[config.mk]
export PLATFORM = sky130hd
export DESIGN_NAME = ext_dispatch
export DESIGN_NICKNAME = d
export VERILOG_FILES = /design/src/core/ext_dispatch_pkg.sv /design/src/core/ext_dispatch.sv
export SDC_FILE = /design/constraint.sdc
export NUM_CORES = 2
export LEC_CHECK = 0
export ABC_CLOCK_PERIOD_IN_PS = 6200
export BUFFER_PORTS_ARGS = -buffer_cell sky130_fd_sc_hd__buf_2
export CORE_MARGIN = 5
export CORE_UTILIZATION = 35
export CTS_CLUSTER_DIAMETER = 200
export DETAILED_ROUTE_END_ITERATION = 16
export SLEW_MARGIN = 20
export SYNTH_ARGS = -nofsm -noshare
export SYNTH_HDL_FRONTEND = slang
export SYNTH_SLANG_ARGS = --single-unit
[constraint.sdc]
create_clock -name clock_i -period 6.2 [get_ports clock_i]
set_clock_uncertainty 0.15 [all_clocks]
set_input_delay 0.31 -clock clock_i [delete_from_list [all_inputs] [get_ports clock_i]]
set_output_delay 0.31 -clock clock_i [all_outputs]
set_load 0.01 [all_outputs]
[src/core/ext_dispatch_pkg.sv]
// Constants and types for the extension-instruction dispatch block.
// Assumes a single 250 MHz clock and an Avalon-MM register slave.
package ext_dispatch_pkg;
    // Instruction field positions
    localparam int FLD_A_HI = 31;
    localparam int FLD_A_LO = 27;
    localparam int FLD_B_HI = 26;
    localparam int FLD_B_LO = 22;
    localparam int FLD_C_HI = 21;
    localparam int FLD_C_LO = 17;
    localparam int BIT_READ_A = 16;
    localparam int BIT_READ_B = 15;
    localparam int BIT_WRITE_C = 14;
    localparam int FLD_SEL_HI = 13;
    localparam int FLD_SEL_LO = 6;
    localparam int FLD_OP_HI = 5;
    localparam int FLD_OP_LO = 0;
    // Major opcode that marks an extension instruction (arbitrary value)
    localparam logic [5:0] EXT_OPCODE = 6'h01;

    // Register byte offsets
    localparam logic [7:0] OFS_INSTR = 8'h00;
    localparam logic [7:0] OFS_STATUS = 8'h04;
    localparam logic [7:0] OFS_RESULT = 8'h08;
    localparam logic [7:0] OFS_GPR_BASE = 8'h80;
    // Status bit positions
    localparam int ST_BUSY = 0;
    localparam int ST_BAD_OP = 1;
    localparam int ST_OVERRUN = 2;
    localparam int ST_SEL_LO = 8;
    // Reset values
    localparam logic [31:0] RST_WORD = 32'h0000_0000;

    typedef enum logic [0:0] {
        ST_IDLE = 1'b0,
        ST_WAIT = 1'b1
    } disp_state_t;

    // Request towards the user extension logic
    typedef struct packed {
        logic start;
        logic [7:0] sel;
        logic [4:0] idx_a;
        logic [4:0] idx_b;
        logic [4:0] idx_c;
        logic read_a;
        logic read_b;
        logic write_c;
        logic [31:0] data_a;
        logic [31:0] data_b;
    } ext_req_t;
endpackage : ext_dispatch_pkg

[src/core/ext_dispatch.sv]
// Dispatch of user extension instructions, with the general register file.
// The custom register file lives in the user logic, not here.
// Every bus access answers after one wait state.
// Assumes an Avalon-MM master and user logic that pulses done once per start.
//
// Register access over Avalon-MM and the placing of the registers were decided locally.
module ext_dispatch (
    input wire logic clock_i,
    input wire logic rst_i,
    input wire logic [7:0] avs_address_i,
    input wire logic avs_read_i,
    input wire logic avs_write_i,
    input wire logic [31:0] avs_writedata_i,
    input wire logic [3:0] avs_byteenable_i,
    output logic [31:0] avs_readdata_o,
    output logic avs_waitrequest_o,
    output ext_dispatch_pkg::ext_req_t ext_req_o,
    input wire logic ext_done_i,
    input wire logic [31:0] ext_result_i
);
    import ext_dispatch_pkg::*;

    // Merge write data into an old word under byte enables
    function automatic logic [31:0] merge_bytes(input logic [31:0] old_w,
                                                input logic [31:0] new_w,
                                                input logic [3:0] be);
        logic [31:0] res;
        res = old_w;
        for (int i = 0; i < 4; i++) begin
            if (be[i]) begin
                res[i*8 +: 8] = new_w[i*8 +: 8];
            end
        end
        return res;
    endfunction : merge_bytes

    // Register index A of an instruction word
    function automatic logic [4:0] field_a(input logic [31:0] w);
        return w[FLD_A_HI:FLD_A_LO];
    endfunction : field_a

    // Register index B of an instruction word
    function automatic logic [4:0] field_b(input logic [31:0] w);
        return w[FLD_B_HI:FLD_B_LO];
    endfunction : field_b

    // Register index C of an instruction word
    function automatic logic [4:0] field_c(input logic [31:0] w);
        return w[FLD_C_HI:FLD_C_LO];
    endfunction : field_c

    // Function selector of an instruction word
    function automatic logic [7:0] field_sel(input logic [31:0] w);
        return w[FLD_SEL_HI:FLD_SEL_LO];
    endfunction : field_sel

    // General operand when its flag is set, zero when the custom file supplies it
    function automatic logic [31:0] pick_operand(input logic from_gpr,
                                                 input logic [31:0] gpr_val);
        return from_gpr ? gpr_val : RST_WORD;
    endfunction : pick_operand

    // Accepted status write with a one in the given flag position
    function automatic logic clear_hit(input logic take,
                                       input logic [7:0] addr,
                                       input logic [31:0] data,
                                       input int pos);
        return take && addr == OFS_STATUS && data[pos] == 1'b1;
    endfunction : clear_hit

    logic [31:0] gpr [32];
    disp_state_t state;
    logic ack;
    logic bad_op;
    logic overrun;
    logic [31:0] last_result;
    logic [31:0] instr_word;
    logic bus_req;
    logic wr_take;
    logic rd_take;
    logic is_gpr;
    logic [4:0] gpr_idx;
    logic instr_wr;
    logic instr_ok;
    logic wb_fire;
    logic [31:0] op_a;
    logic [31:0] op_b;
    logic [31:0] status_now;

    // Bus answers on the cycle after the request is seen
    assign bus_req = avs_read_i | avs_write_i;
    assign avs_waitrequest_o = bus_req & ~ack;
    assign wr_take = avs_write_i & ack;
    assign rd_take = avs_read_i & ~ack;
    assign is_gpr = avs_address_i[7];
    assign gpr_idx = avs_address_i[6:2];
    assign instr_wr = wr_take && avs_address_i == OFS_INSTR;

    // Instruction word, missing bytes read as zero
    assign instr_word = merge_bytes(RST_WORD, avs_writedata_i, avs_byteenable_i);
    assign instr_ok = instr_word[FLD_OP_HI:FLD_OP_LO] == EXT_OPCODE;

    // Write-back moment: the extension logic answers while busy
    assign wb_fire = state == ST_WAIT && ext_done_i;

    // Operand words as they stand when the instruction is accepted
    assign op_a = pick_operand(instr_word[BIT_READ_A], gpr[field_a(instr_word)]);
    assign op_b = pick_operand(instr_word[BIT_READ_B], gpr[field_b(instr_word)]);

    // Status word: last selector, sticky flags and busy
    assign status_now = {16'h0000, ext_req_o.sel, 5'h00, overrun, bad_op, state == ST_WAIT};

    // Handshake toggle for the bus
    always_ff @(posedge clock_i or posedge rst_i) begin
        if (rst_i) begin
            ack <= 1'b0;
        end else begin
            ack <= bus_req & ~ack;
        end
    end

    // Read data captured one cycle ahead of the answer
    always_ff @(posedge clock_i or posedge rst_i) begin
        if (rst_i) begin
            avs_readdata_o <= RST_WORD;
        end else if (rd_take) begin
            if (is_gpr) begin
                avs_readdata_o <= gpr[gpr_idx];
            end else begin
                case (avs_address_i)
                    OFS_STATUS: avs_readdata_o <= status_now;
                    OFS_INSTR: avs_readdata_o <= RST_WORD; // Write-only register
                    OFS_RESULT: avs_readdata_o <= last_result;
                    default: avs_readdata_o <= RST_WORD;
                endcase
            end
        end
    end

    // Dispatch sequencer and request towards the extension logic
    always_ff @(posedge clock_i or posedge rst_i) begin
        if (rst_i) begin
            state <= ST_IDLE;
            ext_req_o <= '0;
        end else begin
            ext_req_o.start <= 1'b0;
            case (state)
                ST_IDLE: begin
                    if (instr_wr && instr_ok) begin
                        ext_req_o.start <= 1'b1;
                        ext_req_o.sel <= field_sel(instr_word);
                        ext_req_o.idx_a <= field_a(instr_word);
                        ext_req_o.idx_b <= field_b(instr_word);
                        ext_req_o.idx_c <= field_c(instr_word);
                        // Source and destination flags travel with the request
                        ext_req_o.read_a <= instr_word[BIT_READ_A];
                        ext_req_o.read_b <= instr_word[BIT_READ_B];
                        ext_req_o.write_c <= instr_word[BIT_WRITE_C];
                        // Two operands at most, custom ones left to the far side
                        ext_req_o.data_a <= op_a;
                        ext_req_o.data_b <= op_b;
                        state <= ST_WAIT;
                    end
                end
                ST_WAIT: begin
                    if (ext_done_i) begin
                        state <= ST_IDLE;
                    end
                end
                default: state <= ST_IDLE;
            endcase
        end
    end

    // Last result as seen from the extension logic
    always_ff @(posedge clock_i or posedge rst_i) begin
        if (rst_i) begin
            last_result <= RST_WORD;
        end else if (wb_fire) begin
            last_result <= ext_result_i;
        end
    end

    // General register file: write-back beats a bus write
    always_ff @(posedge clock_i) begin
        if (wb_fire && ext_req_o.write_c) begin
            gpr[ext_req_o.idx_c] <= ext_result_i;
            // A bus write landing in the same cycle is lost
        end else if (wr_take && is_gpr) begin
            gpr[gpr_idx] <= merge_bytes(gpr[gpr_idx], avs_writedata_i, avs_byteenable_i);
        end
    end

    // Sticky bad-opcode flag, a new event wins over a clear
    always_ff @(posedge clock_i or posedge rst_i) begin
        if (rst_i) begin
            bad_op <= 1'b0;
        end else if (instr_wr && !instr_ok) begin
            bad_op <= 1'b1;
        end else if (clear_hit(wr_take, avs_address_i, avs_writedata_i, ST_BAD_OP)) begin
            bad_op <= 1'b0;
        end
    end

    // Sticky overrun flag, a new event wins over a clear
    always_ff @(posedge clock_i or posedge rst_i) begin
        if (rst_i) begin
            overrun <= 1'b0;
        end else if (instr_wr && instr_ok && state == ST_WAIT) begin
            overrun <= 1'b1;
        end else if (clear_hit(wr_take, avs_address_i, avs_writedata_i, ST_OVERRUN)) begin
            overrun <= 1'b0;
        end
    end
endmodule : ext_dispatch

==> reports/qor.yml <==
rsz0062_at_grt: "false"
fmax_mhz: 206.6
synth_nets: 4736
synth-edff-count: 1024
synth-warning-count: 0
clockBufferDepth: 3
viasPerCell: 6.781
dp_hpwl_um: 175900
worstPathRequired_ns: 6.49
fp.coreArea_um2: 178000
peakVddDrop_v: 0.0002666
ys.flop_type: "edfxtp_1"
grtUsageTotal_pct: 28.06
yosys.area.top_type: "edfxtp_1"
ys_types: 56
gp_congestion: 0.9703
maxSlewViolCount: 0
totalWireLength_um: 270900
die_h_um: 432.7
yosysSeqAreaShare_pct: 55.54
clk_pin_slew_ns: 0.07
fin_crit_ns: 4.840
wire_per_inst_um: 37.22
synth_top_area_share_pct: 49.18
cp_slowest_cell: "nor2_4"
hold_class: "in2reg"
path_max_fanout: 30
root_buffer: "clkbuf_16"
synth_area_leaders: "edfxtp_1 49%, mux4_2 11%, mux2i_1 7.3%"
numCtsBuffers: 121
n_fill_cell: 16290
setup_viol: 0
drtIter0Drc: 7803
num_vias: 49340
setup_tns_ns: 0
cp_num_buf_inv: 2
critPathTopFamily: "simple AND/OR/NAND/NOR gates"
finalHoldViolCount: 0
async_flop_share_pct: 13.44
max_cap_viol_count: 0
grt_start_max_net_pins: 123
worstPathArrival_ns: 5.13
cts_resized: 0
die_area_um2: 187200
critical_path.cell_chain: "and2_1, buf_4, nand2_1, nand4_1, o22ai_1, nand2_1, nor2_4, buf_4"
status: "finished, final reports clean"
placed_area_um2: 67090
final_cell_area_um2: 72150
dr.pass1.iters: 6
relSlewSlack_pct: 22.09
rows: 155
drcViolationCount: 0
cts_tree: "built"
syn_area_per_cell_um2: 13.43
worstMarginPinSlew_ns: 1.166
dieWidth_um: 432.7
ys_seq_elements: 1183
fin_nets: 4885
leakagePower_nw: 25.67
worst_setup_path_start_kind: "flip-flop"
port_buffers: 204
cts.sinks: 1183
ant_nets: 0
drive_gt1_share_pct: 25.24
syn_area_um2: 62520
grt_overflow: 0
critPathCaptureType: "flip-flop"
grt_pass1_vias: 47210
grt_antenna_before_repair: 14
htreeDepth: 3
top_level_ports: 205
cts_hold_buf: 72
areaGrowthSynthToFinish_pct: 15.39
initial_utilization_pct: 35.12
synthCells: 4655
utilization_pct: 40.53
p_per_area_nw_per_um2: 263.9
grt_first_pass_wirelength_um: 374900
path_class: "reg2reg"
clkLatencyLatePin_ns: 0.78
fin_crit_sh_pct: 78.06
finalPower_w: 0.01904
post_cts.repair.setup_buffers: 0
max_stage_delay_ns: 1.00
[cell usage in the layout, fill, tap and decap left out, types with 17 or more instances in the layout]
master / netlist / layout
o21ai_1: 31 / 31
clkbuf_1: 282 / 21
dfrtp_1: 159 / 159
bufinv_16: 0 / 17
clkinv_2: 0 / 24
clkbuf_16: 0 / 128
dlygate4sd3_1: 0 / 72
a31oi_1: 64 / 64
buf_4: 3 / 175
mux2i_1: 459 / 459
nor3_1: 26 / 26
nand2_1: 430 / 424
nor2_1: 100 / 61
o22ai_1: 193 / 193
a311oi_1: 54 / 52
nor2_4: 0 / 39
o221ai_1: 196 / 179
a22oi_1: 149 / 149
o22ai_2: 29 / 29
o21ai_0: 296 / 286
a21oi_1: 159 / 158
nand3_1: 70 / 65
buf_2: 84 / 196
a211oi_1: 20 / 20
edfxtp_1: 1024 / 1024
nor2b_1: 37 / 37
a211o_1: 64 / 64
and3_1: 30 / 27
mux2_2: 197 / 197
mux4_2: 312 / 312
[report_power, final]
group,switching (W),internal (W)
clock,0.00337,0.00452
sequential,0.0000485,0.00881
combinational,0.00157,0.000724
[tightest hold or removal path, cell delays in order]
cell and delay [ns]:
buf_2 0.14, nand2_1 0.06, buf_4 0.25, o21ai_0 0.18
[state kept, by name, summed over array words and instances (netlist names)]
signal	cells
gpr	1024
ext_req_o	91
avs_readdata_o	32
last_result	32
ack	1
bad_op	1
overrun	1
state	1
[kinds of logic after synthesis]
family / count (synthesis) / share of synthesized area [%]
buf+inv: 449 / 2.920
simple gates: 763 / 5.425
compound gates: 1292 / 13.98
flops: 1183 / 55.54
mux: 968 / 22.13
[path summary, 6_finish.rpt]
| path | slack, ns | start | depth (start not counted) | to |
|---|---|---|---|---|
| worst max-delay path | 1.36 | state$_DFF_PP0_ | 8 | gpr[9][4]$_DFFE_PP_ |
| worst min-delay path | 0.06 | avs_address_i[7] | 4 | avs_readdata_o[5]$_DFFE_PP0P_ |
| worst max register to register | 1.36 | state$_DFF_PP0_ | 8 | gpr[9][4]$_DFFE_PP_ |
| worst min register to register | 0.32 | last_result[3]$_DFFE_PP0N_ | 2 | avs_readdata_o[3]$_DFFE_PP0P_ |
| max in group asynchronous | 4.20 | rst_i | 4 | ext_req_o[45]$_DFFE_PP0P_ |
| min in group asynchronous | 0.16 | rst_i | 3 | ext_req_o[72]$_DFFE_PP0P_ |
[through the flow]
step           setup WS (ns)  cells  hold slack (ns)
2_1_floorplan          1.448   4655           0.2564
3_3_place_gp           1.622   6959           0.3057
3_5_place_dp           1.515   6961           0.3003
4_1_cts                1.501   7264         0.003447
5_1_grt                1.354   7267          0.06143
6_report               1.360   7277          0.05676
[final cells by class]
class | instances | area [µm²] | area share, %
multi-input cells | 3023 | 26690 | 37.00
flip-flops and latches | 1183 | 34730 | 48.13
diodes | 10 | 25.02 | 0.03468
clock inverters | 78 | 893.4 | 1.238
well taps | 2355 | 2947 | 4.084
clock buffers | 153 | 3326 | 4.610
repair buffers | 467 | 3495 | 4.844
inverters | 8 | 42.54 | 0.05896
[routing by layer]
metal | vias up | track usage, % | part of all wire, % | routed length, µm
met2 | 4448 | 41.21 | 43 | 115900
met3 | 914 | 10.40 | 15 | 40040
met5 | - | 0 | 0.020 | 53
li1 | 19260 | - | - | -
met1 | 24720 | 35.80 | 36 | 96510
met4 | 8 | 15.77 | 6.8 | 18380
[synth_stat cells (all sizes together), types with 2 or more instances]
master and count:
nand3b 5, and4 3, o22ai 222, a22oi 149, and3 30, clkbuf 283
nor3b 4, o211ai 6, nor2 100, edfxtp 1024, a21oi 159, a221oi 15
dfrtp 159, and3b 2, and2 8, or2 4, o21a 2, nor2b 37
nand2b 14, mux4 312, o221ai 196, inv 7, nand2 431, a211o 64
nand4 8, or3 7, nor3 27, a32oi 4, a22o 4, nor4 5
mux2 197, o22a 2, a311oi 54, a211oi 20, o21ai 327, a31oi 64
buf 158, nand3 70, nor4b 7, mux2i 459
Note: power is estimated with default switching activity, not from simulation.
